===== src/rtl/sdram_cmd_pkg.sv =====
/*
 * Shared constants for the memory-side command block: pin encodings,
 * mode field positions and codes, reset values and timing counts.
 * Assumes a single 200 MHz clock shared by all users.
 */
package sdram_cmd_pkg;

    // ------------------------------------------------------------
    // Command encodings on {ras_n, cas_n, we_n}
    // ------------------------------------------------------------
    localparam logic [2:0] CMD_MODE_LOAD = 3'h0;
    localparam logic [2:0] CMD_REFRESH = 3'h1;
    localparam logic [2:0] CMD_BURST_STOP = 3'h6;
    localparam logic [2:0] CMD_NOP = 3'h7;

    // ------------------------------------------------------------
    // Mode word layout
    // ------------------------------------------------------------
    localparam int ADDR_W = 13;
    localparam int COL_W = 10;
    localparam int ROW_W = 13;
    localparam int BL_LSB = 0;
    localparam int BT_BIT = 3;
    localparam int CL_LSB = 4;
    localparam int TM_LSB = 7;
    localparam int WBM_BIT = 9;

    localparam logic [2:0] BL_1 = 3'h0;
    localparam logic [2:0] BL_2 = 3'h1;
    localparam logic [2:0] BL_4 = 3'h2;
    localparam logic [2:0] BL_8 = 3'h3;
    localparam logic [2:0] BL_PAGE = 3'h7;
    localparam logic [2:0] CL_2 = 3'h2;
    localparam logic [2:0] CL_3 = 3'h3;

    localparam logic [COL_W-1:0] MASK_1 = 10'h000;
    localparam logic [COL_W-1:0] MASK_2 = 10'h001;
    localparam logic [COL_W-1:0] MASK_4 = 10'h003;
    localparam logic [COL_W-1:0] MASK_8 = 10'h007;
    localparam logic [COL_W-1:0] MASK_PAGE = 10'h3FF;

    // ------------------------------------------------------------
    // Reset values and timing
    // ------------------------------------------------------------
    localparam logic [2:0] BL_RESET = 3'h0;
    localparam logic [2:0] CL_RESET = 3'h3;
    localparam int CLK_PERIOD_NS = 5;
    localparam int MRD_CYCLES = 2;
    localparam int T_REFI_NS = 7800;
    // Longest interval, so rounds down
    localparam int REFI_CYCLES = T_REFI_NS / CLK_PERIOD_NS;
    localparam int REFI_W = 11;
    localparam int RD_PIPE_W = 3;

    typedef enum logic [1:0] {
        ST_ACTIVE,
        ST_POWER_DOWN,
        ST_SELF_REFRESH
    } dev_state_t;

endpackage


===== src/rtl/burst_if.sv =====
/*
 * Carrier between the command block and its column generator.
 * Assumes both ends run on the same clock; the generator is pure logic.
 */
interface burst_if;
    logic [sdram_cmd_pkg::COL_W-1:0] start_col;
    logic [sdram_cmd_pkg::COL_W-1:0] beat;
    logic [sdram_cmd_pkg::COL_W-1:0] len_mask;
    logic interleave;
    logic [sdram_cmd_pkg::COL_W-1:0] col;

    modport ctrl (output start_col, output beat, output len_mask, output interleave, input col);
    modport gen (input start_col, input beat, input len_mask, input interleave, output col);
endinterface


===== src/rtl/burst_col_gen.sv =====
/*
 * Column address for one burst beat, sequential or interleaved.
 * Assumes len_mask covers the low bits of the aligned burst block.
 */
module burst_col_gen (
    burst_if.gen bus
);
    logic [sdram_cmd_pkg::COL_W-1:0] seq_sum;

    // Carries beyond the mask are dropped, which gives the wrap
    assign seq_sum = bus.start_col + bus.beat;

    genvar i;
    generate
        for (i = 0; i < sdram_cmd_pkg::COL_W; i++) begin : g_bit
            assign bus.col[i] = !bus.len_mask[i] ? bus.start_col[i] :
                                bus.interleave ? (bus.start_col[i] ^ bus.beat[i]) : seq_sum[i];
        end
    endgenerate
endmodule


===== src/rtl/sdram_mode_refresh_power_cmds.sv =====
/*
 * Memory-side command handling: mode load, no-operation, deselect,
 * burst stop, auto and self refresh, clock suspend and power-down.
 * Assumes command pins are sampled on ref_clk_i by a controller on the
 * same clock, and that bank logic elsewhere raises burst_start_i.
 */
module sdram_mode_refresh_power_cmds (
    input wire logic ref_clk_i,
    input wire logic resetn_i,
    input wire logic cs_n_i,
    input wire logic ras_n_i,
    input wire logic cas_n_i,
    input wire logic we_n_i,
    input wire logic cke_i,
    input wire logic [sdram_cmd_pkg::ADDR_W-1:0] addr_i,
    input wire logic [1:0] ba_i,
    input wire logic burst_start_i,
    input wire logic burst_write_i,
    input wire logic burst_auto_pre_i,
    input wire logic [sdram_cmd_pkg::COL_W-1:0] start_col_i,
    output logic [2:0] burst_len_code_o,
    output logic burst_order_select_o,
    output logic [2:0] cas_latency_o,
    output logic [1:0] test_mode_o,
    output logic write_burst_mode_bit_o,
    output logic mode_busy_o,
    output logic refresh_pulse_o,
    output logic [sdram_cmd_pkg::ROW_W-1:0] refresh_row_o,
    output logic self_refresh_o,
    output logic power_down_o,
    output logic clk_suspend_o,
    output logic burst_active_o,
    output logic [sdram_cmd_pkg::COL_W-1:0] burst_col_o,
    output logic read_drive_o
);
    // ------------------------------------------------------------
    // Command decode
    // ------------------------------------------------------------
    sdram_cmd_pkg::dev_state_t state_q;
    logic cke_q;
    logic [2:0] cmd;
    logic cmd_ok;
    logic mode_load;
    logic auto_ref;
    logic sr_entry;
    logic stop_cmd;
    logic suspend;

    assign cmd = {ras_n_i, cas_n_i, we_n_i};
    // Deselect gates every decoded command, not power-down or bursts; nop simply matches no action
    assign cmd_ok = !cs_n_i && cke_q && (state_q == sdram_cmd_pkg::ST_ACTIVE);
    assign mode_load = cmd_ok && (cmd == sdram_cmd_pkg::CMD_MODE_LOAD);
    assign auto_ref = cmd_ok && cke_i && (cmd == sdram_cmd_pkg::CMD_REFRESH);
    assign sr_entry = cmd_ok && !cke_i && (cmd == sdram_cmd_pkg::CMD_REFRESH);
    assign stop_cmd = cmd_ok && (cmd == sdram_cmd_pkg::CMD_BURST_STOP);
    // Low enable at one edge masks the following edge
    assign suspend = !cke_q && burst_active_o;

    always_ff @(posedge ref_clk_i or negedge resetn_i) begin
        if (!resetn_i) begin
            cke_q <= 1'b0;
        end else begin
            cke_q <= cke_i;
        end
    end

    // ------------------------------------------------------------
    // Mode word
    // ------------------------------------------------------------
    always_ff @(posedge ref_clk_i or negedge resetn_i) begin
        if (!resetn_i) begin
            burst_len_code_o <= sdram_cmd_pkg::BL_RESET;
            burst_order_select_o <= 1'b0;
            cas_latency_o <= sdram_cmd_pkg::CL_RESET;
            test_mode_o <= 2'h0;
            write_burst_mode_bit_o <= 1'b0;
        end else if (mode_load) begin
            burst_len_code_o <= addr_i[sdram_cmd_pkg::BL_LSB +: 3];
            burst_order_select_o <= addr_i[sdram_cmd_pkg::BT_BIT];
            cas_latency_o <= addr_i[sdram_cmd_pkg::CL_LSB +: 3];
            test_mode_o <= addr_i[sdram_cmd_pkg::TM_LSB +: 2];
            write_burst_mode_bit_o <= addr_i[sdram_cmd_pkg::WBM_BIT];
        end
    end

    logic [1:0] mrd_cnt_q;
    logic [1:0] mrd_cnt_d;

    always_comb begin
        mrd_cnt_d = mrd_cnt_q;
        if (mode_load) begin
            mrd_cnt_d = 2'(sdram_cmd_pkg::MRD_CYCLES);
        end else if (mrd_cnt_q != 2'h0) begin
            mrd_cnt_d = mrd_cnt_q - 2'h1;
        end
    end

    always_ff @(posedge ref_clk_i or negedge resetn_i) begin
        if (!resetn_i) begin
            mrd_cnt_q <= 2'h0;
            mode_busy_o <= 1'b0;
        end else begin
            mrd_cnt_q <= mrd_cnt_d;
            // High while the load interval counts down, both cycles of it
            mode_busy_o <= (mrd_cnt_d != 2'h0);
        end
    end

    // ------------------------------------------------------------
    // Power state
    // ------------------------------------------------------------
    always_ff @(posedge ref_clk_i or negedge resetn_i) begin
        if (!resetn_i) begin
            state_q <= sdram_cmd_pkg::ST_ACTIVE;
        end else begin
            case (state_q)
                sdram_cmd_pkg::ST_ACTIVE: begin
                    if (sr_entry) begin
                        state_q <= sdram_cmd_pkg::ST_SELF_REFRESH;
                    end else if (cke_q && !cke_i && !burst_active_o && !burst_start_i) begin
                        state_q <= sdram_cmd_pkg::ST_POWER_DOWN;
                    end
                end
                sdram_cmd_pkg::ST_POWER_DOWN: begin
                    if (cke_i) begin
                        state_q <= sdram_cmd_pkg::ST_ACTIVE;
                    end
                end
                sdram_cmd_pkg::ST_SELF_REFRESH: begin
                    if (cke_i) begin
                        state_q <= sdram_cmd_pkg::ST_ACTIVE;
                    end
                end
                default: begin
                    state_q <= sdram_cmd_pkg::ST_ACTIVE;
                end
            endcase
        end
    end

    always_ff @(posedge ref_clk_i or negedge resetn_i) begin
        if (!resetn_i) begin
            self_refresh_o <= 1'b0;
            power_down_o <= 1'b0;
            clk_suspend_o <= 1'b0;
        end else begin
            self_refresh_o <= (state_q == sdram_cmd_pkg::ST_SELF_REFRESH) || sr_entry;
            power_down_o <= (state_q == sdram_cmd_pkg::ST_POWER_DOWN);
            clk_suspend_o <= !cke_i && (burst_active_o || burst_start_i);
        end
    end

    // ------------------------------------------------------------
    // Refresh row counter and self-refresh timer
    // ------------------------------------------------------------
    logic [sdram_cmd_pkg::REFI_W-1:0] refi_q;
    logic self_tick;

    // Self-timed interval only approximates the external average rate
    assign self_tick = (state_q == sdram_cmd_pkg::ST_SELF_REFRESH) &&
                       (refi_q == sdram_cmd_pkg::REFI_W'(sdram_cmd_pkg::REFI_CYCLES - 1));

    always_ff @(posedge ref_clk_i or negedge resetn_i) begin
        if (!resetn_i) begin
            refi_q <= '0;
        end else if (state_q != sdram_cmd_pkg::ST_SELF_REFRESH || self_tick) begin
            refi_q <= '0;
        end else begin
            refi_q <= refi_q + 1'b1;
        end
    end

    always_ff @(posedge ref_clk_i or negedge resetn_i) begin
        if (!resetn_i) begin
            refresh_row_o <= '0;
            refresh_pulse_o <= 1'b0;
        end else begin
            refresh_pulse_o <= auto_ref || self_tick;
            if (auto_ref || self_tick) begin
                refresh_row_o <= refresh_row_o + 1'b1;
            end
        end
    end

    // ------------------------------------------------------------
    // Burst sequencing
    // ------------------------------------------------------------
    logic [sdram_cmd_pkg::COL_W-1:0] beat_q;
    logic [sdram_cmd_pkg::COL_W-1:0] start_q;
    logic [sdram_cmd_pkg::COL_W-1:0] mask;
    logic wr_q;
    logic ap_q;
    logic single;
    logic page;
    logic last;
    burst_if bif ();

    always_comb begin
        case (burst_len_code_o)
            sdram_cmd_pkg::BL_2: mask = sdram_cmd_pkg::MASK_2;
            sdram_cmd_pkg::BL_4: mask = sdram_cmd_pkg::MASK_4;
            sdram_cmd_pkg::BL_8: mask = sdram_cmd_pkg::MASK_8;
            sdram_cmd_pkg::BL_PAGE: mask = sdram_cmd_pkg::MASK_PAGE;
            default: mask = sdram_cmd_pkg::MASK_1;
        endcase
    end

    assign page = (burst_len_code_o == sdram_cmd_pkg::BL_PAGE);
    assign single = wr_q && write_burst_mode_bit_o;
    // Page bursts have no natural end; only a stop, a new burst or a single-write beat ends them
    assign last = single || (!page && beat_q == mask);

    assign bif.start_col = start_q;
    assign bif.beat = beat_q;
    assign bif.len_mask = single ? sdram_cmd_pkg::MASK_1 : mask;
    assign bif.interleave = burst_order_select_o && !page;

    burst_col_gen u_col_gen (
        .bus(bif.gen)
    );

    always_ff @(posedge ref_clk_i or negedge resetn_i) begin
        if (!resetn_i) begin
            burst_active_o <= 1'b0;
            beat_q <= '0;
            start_q <= '0;
            wr_q <= 1'b0;
            ap_q <= 1'b0;
        end else if (burst_start_i && cke_q) begin
            burst_active_o <= 1'b1;
            beat_q <= '0;
            start_q <= start_col_i;
            wr_q <= burst_write_i;
            ap_q <= burst_auto_pre_i;
        end else if (stop_cmd && burst_active_o && !ap_q) begin
            burst_active_o <= 1'b0;
        end else if (burst_active_o && !suspend) begin
            if (last) begin
                burst_active_o <= 1'b0;
            end else begin
                beat_q <= beat_q + 1'b1;
            end
        end
    end

    always_ff @(posedge ref_clk_i or negedge resetn_i) begin
        if (!resetn_i) begin
            burst_col_o <= '0;
        end else if (!suspend) begin
            burst_col_o <= bif.col;
        end
    end

    // ------------------------------------------------------------
    // Read output pipeline
    // ------------------------------------------------------------
    logic [sdram_cmd_pkg::RD_PIPE_W-1:0] rd_pipe_q;
    logic rd_beat;

    // Beats already taken before a stop still drain through the latency
    assign rd_beat = burst_active_o && !wr_q && !(stop_cmd && !ap_q);

    always_ff @(posedge ref_clk_i or negedge resetn_i) begin
        if (!resetn_i) begin
            rd_pipe_q <= '0;
            read_drive_o <= 1'b0;
        end else if (!suspend) begin
            rd_pipe_q <= {rd_pipe_q[sdram_cmd_pkg::RD_PIPE_W-2:0], rd_beat};
            read_drive_o <= (cas_latency_o == sdram_cmd_pkg::CL_2) ? rd_pipe_q[0] : rd_pipe_q[1];
        end
    end

    // ------------------------------------------------------------
    // Checks
    // ------------------------------------------------------------
    property p_mode_load;
        @(posedge ref_clk_i) disable iff (!resetn_i)
        mode_load |=> burst_len_code_o == $past(addr_i[2:0]) && cas_latency_o == $past(addr_i[6:4]);
    endproperty
    a_mode_load: assert property (p_mode_load) else $error("mode word not loaded");

    property p_mode_busy;
        @(posedge ref_clk_i) disable iff (!resetn_i)
        mode_load |=> mode_busy_o [*2] ##1 (!mode_busy_o || $past(mode_load));
    endproperty
    a_mode_busy: assert property (p_mode_busy) else $error("mode busy not two cycles");

    property p_deselect;
        @(posedge ref_clk_i) disable iff (!resetn_i)
        cs_n_i |=> $stable(burst_len_code_o) && !($past(auto_ref));
    endproperty
    a_deselect: assert property (p_deselect) else $error("deselected cycle acted");

    property p_refresh_row;
        @(posedge ref_clk_i) disable iff (!resetn_i)
        auto_ref |=> refresh_pulse_o && refresh_row_o == $past(refresh_row_o) + 1'b1;
    endproperty
    a_refresh_row: assert property (p_refresh_row) else $error("refresh row not advanced");

    property p_stop;
        @(posedge ref_clk_i) disable iff (!resetn_i)
        stop_cmd && burst_active_o && !burst_start_i |=> burst_active_o == $past(ap_q);
    endproperty
    a_stop: assert property (p_stop) else $error("burst stop mishandled");

    property p_stop_drain;
        @(posedge ref_clk_i) disable iff (!resetn_i)
        stop_cmd && burst_active_o && !ap_q && !wr_q && cke_i && cke_q |-> ##4 !read_drive_o;
    endproperty
    a_stop_drain: assert property (p_stop_drain) else $error("read output did not end after stop");

    property p_self_refresh;
        @(posedge ref_clk_i) disable iff (!resetn_i)
        sr_entry |=> self_refresh_o;
    endproperty
    a_self_refresh: assert property (p_self_refresh) else $error("self refresh not entered");

    property p_suspend_hold;
        @(posedge ref_clk_i) disable iff (!resetn_i)
        suspend && !burst_start_i && !stop_cmd |=> $stable(beat_q) && $stable(rd_pipe_q);
    endproperty
    a_suspend_hold: assert property (p_suspend_hold) else $error("suspended burst moved");

    property p_pd_exit;
        @(posedge ref_clk_i) disable iff (!resetn_i)
        state_q == sdram_cmd_pkg::ST_POWER_DOWN && cke_i |=> state_q == sdram_cmd_pkg::ST_ACTIVE;
    endproperty
    a_pd_exit: assert property (p_pd_exit) else $error("power-down not left");

    property p_single_write;
        @(posedge ref_clk_i) disable iff (!resetn_i)
        burst_start_i && cke_q && burst_write_i && write_burst_mode_bit_o && cke_i |=> ##1 !burst_active_o || $past(burst_start_i);
    endproperty
    a_single_write: assert property (p_single_write) else $error("single write ran long");
endmodule


===== config.mk =====
export PLATFORM = sky130hd
export DESIGN_NAME = sdram_mode_refresh_power_cmds
export DESIGN_NICKNAME = d
export VERILOG_FILES = /design/src/rtl/sdram_cmd_pkg.sv /design/src/rtl/burst_if.sv /design/src/rtl/burst_col_gen.sv /design/src/rtl/sdram_mode_refresh_power_cmds.sv
export SDC_FILE = /design/constraint.sdc
export NUM_CORES = 1
export LEC_CHECK = 0
export CORE_AREA = 2 2 72 126
export DETAILED_ROUTE_END_ITERATION = 8
export DIE_AREA = 0 0 74 128
export DONT_BUFFER_PORTS = 1
export GPL_TIMING_DRIVEN = 0
export SLEW_MARGIN = 40
export SYNTH_ARGS = -nofsm -noshare
export SYNTH_HDL_FRONTEND = slang
export SYNTH_HIERARCHICAL = 1
export SYNTH_SLANG_ARGS = --single-unit

===== constraint.sdc =====
create_clock -name ref_clk_i -period 2.75 [get_ports ref_clk_i]
set_input_delay 0.1375 -clock ref_clk_i [delete_from_list [all_inputs] [get_ports ref_clk_i]]
set_output_delay 0.1375 -clock ref_clk_i [all_outputs]
set_load 0.02 [all_outputs]

# Word-level counts from Yosys, hierarchy flattened
# Index checks and enable logic that the tools add are counted.
# word_totals
reg_bits	80
out_inout_bits	40
wordCells	142
# classes
n_addsub	5
eq_ne	16
mux	38
bitwise	10
reduce_logical	50
# op_table
cell	count
two-way mux 10 bit	5
case mux 10 bit (4 select lines)	1
two-way mux 1 bit	25
logical AND 1 bit	24
adder 13 x 1 -> 13 bit, second input constant	1
adder 11 x 1 -> 11 bit, second input constant	1
== test 11 bit, second input constant	1
two-way mux 11 bit	1
adder 10 x 1 -> 10 bit, second input constant	1
adder 10 bit	1
== test 10 bit	1
zero test 1 bit	10
two-way mux 2 bit	5
bitwise XOR 1 bit	10
== test 3 x 2 -> 1 bit, second input constant	3
== test 3 x 1 -> 1 bit, second input constant	2
== test 3 bit, second input constant	2
nonzero test 2 bit	3
nonzero test 3 bit	2
logical OR 1 bit	5
inequality test 2 x 1 -> 1 bit, second input constant	2
inequality test 2 bit, second input constant	2
case mux 2 bit (2 select lines)	1
AND reduction 2 bit	2
other kinds (8)	8

# Depth between registers and ports, before layout
# logic_depth
depth_word	9
mapped_depth	12
mapped_depth_nobuf	10

# Cells and area by module
# Netlist, hierarchy kept.
# modules_own_cells
mod	n_inst	cells_each	area_per_inst_um2	seq_area_each_um2
sdram_mode_refresh_power_cmds	1	360	3597.2	2004.4
burst_col_gen	1	77	545.5	0.0

# Worst setup path after synthesis
# Ideal clock, no wire load.
# synth_path
path_type	register -> register
from	register state_q[1]
to	register beat_q[9] in the netlist's numbering
arrival_time_ns	2.044
required_ns	2.672
slack_ns	0.628
path_stages_with_launch	8
path_buffers	0
period_less_slack_ns	2.122
cell_sequence	dfrtp_1 -> inv_1 -> ha_1 -> and4bb_4 -> a41o_1 -> or4_1 -> or3_1 -> a21oi_1
# synth_via
elab_chain_len	7
# synth_lines
element	line	source
start, declared	sdram_mode_refresh_power_cmds.sv:39	sdram_cmd_pkg::dev_state_t state_q;
start signal, assigned	sdram_mode_refresh_power_cmds.sv:114	state_q <= sdram_cmd_pkg::ST_ACTIVE;
start signal, assigned	sdram_mode_refresh_power_cmds.sv:119	state_q <= sdram_cmd_pkg::ST_SELF_REFRESH;
start signal, assigned	sdram_mode_refresh_power_cmds.sv:121	state_q <= sdram_cmd_pkg::ST_POWER_DOWN;
zero test 2 bit	sdram_mode_refresh_power_cmds.sv:51	assign cmd_ok = !cs_n_i && cke_q && (state_q == sdram_cmd_pkg::ST_ACTIVE);
logical AND 1 bit	sdram_mode_refresh_power_cmds.sv:51	
logical AND 1 bit	sdram_mode_refresh_power_cmds.sv:55	assign stop_cmd = cmd_ok && (cmd == sdram_cmd_pkg::CMD_BURST_STOP);
logical AND 1 bit (2 in a row)	sdram_mode_refresh_power_cmds.sv:235	end else if (stop_cmd && burst_active_o && !ap_q) begin
inequality test 2 bit (no line)	n/a	
AND reduction 3 bit (no line)	n/a	
end signal, assigned	sdram_mode_refresh_power_cmds.sv:241	beat_q <= beat_q + 1'b1;
end, declared	sdram_mode_refresh_power_cmds.sv:188	logic [sdram_cmd_pkg::COL_W-1:0] beat_q;
# No other way between the ends.
# A chain may end at the register's enable or synchronous reset.

# Final worst setup path
# layout_path
from	register burst_len_code_o[1]
to	register burst_col_o[9] in the netlist's numbering
# layout_via
elab_chain_len	5
word_cells_on_any_way	10
# layout_lines
element	line	source
start, declared	sdram_mode_refresh_power_cmds.sv:21	output logic [2:0] burst_len_code_o,
start signal, assigned	sdram_mode_refresh_power_cmds.sv:72	burst_len_code_o <= sdram_cmd_pkg::BL_RESET;
start signal, assigned	sdram_mode_refresh_power_cmds.sv:78	burst_len_code_o <= addr_i[sdram_cmd_pkg::BL_LSB +: 3];
== test 3 bit	sdram_mode_refresh_power_cmds.sv:208	assign page = (burst_len_code_o == sdram_cmd_pkg::BL_PAGE);
zero test 1 bit	sdram_mode_refresh_power_cmds.sv:216	assign bif.interleave = burst_order_select_o && !page;
logical AND 1 bit	sdram_mode_refresh_power_cmds.sv:216	
net bif.interleave	burst_if.sv:9	logic interleave;
two-way mux 1 bit	burst_col_gen.sv:17	bus.interleave ? (bus.start_col[i] ^ bus.beat[i]) : seq_sum[i];
two-way mux 1 bit	burst_col_gen.sv:16	assign bus.col[i] = !bus.len_mask[i] ? bus.start_col[i] :
net bif.col (one bit)	burst_if.sv:10	logic [sdram_cmd_pkg::COL_W-1:0] col;
end signal, assigned	sdram_mode_refresh_power_cmds.sv:250	burst_col_o <= bif.col;
end, declared	sdram_mode_refresh_power_cmds.sv:33	output logic [sdram_cmd_pkg::COL_W-1:0] burst_col_o,
# The timed path passes the listed nets, and every way through them passes these cells.

==> results.cfg <==
[synthesis]
syn-instance-count = 437
ys_seq_area_share_pct = 48.38
async_flop_share_pct = 100.0
syn_avg_cell_area_um2 = 9.480
synth_seq_cells = 80
synthFlopType = dfrtp_1
syn_area_um2 = 4143
synth_cell_type_count = 51
ys_warn_count = 6
synth-edff-count = 0
syn_nets = 488

[critical_path]
r2r_end = burst_col_o[9]
r2r_slack_ns = 0.27
crit_path_top_delay_cell = dfrtp_1
crit_top_cell = nand2_1
slowest_delay_ns = 0.48
reg2regPathDepth = 12
r2r_start = burst_len_code_o[1]
crit_fanout = 10
crit_path_cell_trace = clkbuf_1, nand3_1, and2_1, buf_2, nand3b_1, o22a_1, nand4_1, a21oi_1, nor2_1, o2111ai_1, nand2_1, nand2_1
crit_arrival_ns = 2.71
cp-startpoint = burst_len_code_o[1]
cp-end-kind = register
required_ns = 2.98
crit_path_start_kind = register
critical_path_buf_inv_count = 2
cpLargestDelayFamily = simple AND/OR/NAND/NOR gates
path_class = reg -> reg
cp.depth = 12
endpoint = burst_col_o[9]

[sta]
hold_viol = 0
fin_setup_tns_ns = 0
setup_slack_ns = 0.2734
timing.hold.ws_ns = 0.04959
max_slew_margin_pct = 57.74
maxClockFrequency_mhz = 403.8
setup_viol_count_final = 0
tightestPinTransition_ns = 0.6339
finalCriticalPeriod_ns = 2.477
rsz0062_at_grt = no
slew_violations = 0
fin_skew_ns = 0.004524
post-route-period-util_pct = 90.06

[floorplan]
start_util_pct = 48.73
die_h_um = 128
fp.coreArea_um2 = 8502
die_w_um = 74
pin_count = 75
rows = 45
dieArea_um2 = 9472

[clock_network]
root_buffer = clkbuf_16
cts_sinks = 80
cts_tree = yes
clock_latency_ns = 0.34
h-tree-depth = 3
cts_setup_buffers = 0
clk_pin_slew_worst_paths_ns = 0.06
holdBufCountCts = 26
clockBufferDepth = 2
cts_resized = 0
numCtsBuffers = 9

[power]
ir_drop_mv = 0.5262
p_leak_nw = 2.262
power_density_nw_per_um2 = 842.0

[final_layout]
syn2layout_area_growth_pct = 18.21
fillers = 734
multi_input_area_um2 = 2054
final_nets = 525
drive_gt1_share_pct = 8.768
seqCellArea_um2 = 2004
diodes = 0
fin_cells = 596

[grt]
grt_pass1_wl_um = 16260
antenna_found_initial = 0
overflow = 0
grt_util_met1_pct = 25.13
grtUsageMet2_pct = 39.92
grt_max_degree = 81
grt_usage_pct = 22.90
busiest_layer = met2
grt_use_met3_pct = 6.447
grt_pass1_vias = 3307

[route]
drtPass1Iterations = 4
drt_wl_total_um = 9951
wl_per_cell_um = 16.70
vias = 3237
avgViaCountPerCell = 5.431
drc = 0
antenna_left = 0
drt_iter0_drc = 133

[place]
hpwlAfterDp_um = 7026
dpl_worst_slack_ns = 0.2685
port_buffers = 0
numPlacedInstances = 554
place_congestion = 0.9043

[hold_path]
hp-class = in -> reg

[status]
status = complete, no violations

[flow_run]
max_cap_viol_count = 0
[state kept, by name, indices dropped and copies added (netlist names), 2 cells and up]
| register | cells |
|---|---|
| refresh_row_o | 13 |
| test_mode_o | 2 |
| refi_q | 11 |
| state_q | 2 |
| burst_len_code_o | 3 |
| burst_col_o | 10 |
| mrd_cnt_q | 2 |
| beat_q | 10 |
| rd_pipe_q | 2 |
| cas_latency_o | 3 |
| bif.start_col | 10 |
[kinds of logic (layout without fill, tap and decap cells)]
group,count (synthesis),after routing,share of synthesized area (%)
simple gates,213,213,24.52
flops,80,80,48.38
compound gates,57,57,8.608
xor+xnor,32,32,6.765
buf+inv,22,64,2.084
mux,17,17,4.621
fa+ha+maj,16,16,5.014
[where the power goes]
part	switching (W)	total (W)	internal (W)	leakage [nW]
logic	0.000528	0.000924	0.000397	1.06
clock network	0.000514	0.00132	0.000805	0.157
registers	0.000461	0.00188	0.00142	1.05
[cells in the mapped netlist (all sizes together) (3+ instances only)]
cell type	n	area, um^2
nor2b	4	25.02
buf	4	18.76
ha	15	187.7
nor2	41	153.9
inv	9	33.78
nand2	91	341.6
or3	5	31.28
mux2i	3	30.03
and3	8	50.05
a21o	4	30.03
or4	4	30.03
clkbuf	9	33.78
xor2	9	78.83
nand4	15	93.84
o21bai	3	22.52
dfrtp	78	1952
mux2	14	161.4
nor3	3	15.01
nand2b	5	31.28
xnor2	23	201.4
nand3	17	85.08
a21oi	27	138.9
o21ai	12	63.81
and4	4	35.03
nand3b	4	30.03
and2	5	31.28
[cell usage in the layout (no fill, tap or decap), drive strengths merged, types with 3 or more instances in the layout]
master       netlist  final
nand4             15     15
or4                4      4
and3               8      8
nor3               3      3
dlygate4sd3        0     25
o21ai             12     12
buf                4      5
xnor2             23     23
nand3b             4      4
mux2              14     14
nor2              41     41
mux2i              3      3
or3                5      5
ha                15     15
nand3             17     17
a21o               4      4
o21bai             3      3
nand2b             5      5
nor2b              4      4
dfrtp             78     78
inv                9     11
and2               5      5
a21oi             27     27
xor2               9      9
nand2             91     91
clkbuf             9     18
and4               4      4
[through the flow]
stage	area (um^2)	util, %	power [W]
floorplan	4143	-	0.002505
global placement	4289	50.45	0.002740
detailed placement	4292	50.48	0.002768
CTS	4897	57.60	0.004156
global route	4897	57.60	0.004363
finish	4897	57.60	0.004124
[worst min-delay path by stage]
stage / from / end / slack, ns / depth (start not counted)
detailed placement: resetn_i / beat_q[5] / -0.15 / 0
CTS: cke_i / state_q[0] / 0.05 / 2
global placement: resetn_i / beat_q[5] / -0.16 / 0
global route: cke_i / state_q[0] / 0.06 / 2
floorplan: resetn_i / ap_q / -0.16 / 0
finish: cke_i / state_q[0] / 0.05 / 2
[layer usage]
layer  routed length [um]  vias up  share of wire (%)
met3                  425       16                4.3
met4                  246        0                2.5
li1                     -     1581                  -
met1                 3754     1560                 38
met2                 5524       80                 56
met5                    0        -                  0
[final cells by class]
cell class,instances,share of cell area (%)
clock inverter,7,2.095
inverter,9,0.6898
timing repair buffer,26,5.672
tap,117,2.989
clock buffer,9,4.599
sequential,80,40.93
buffer,13,1.073
multi-input combinational,335,41.95
(Power assumes the default switching activity.)
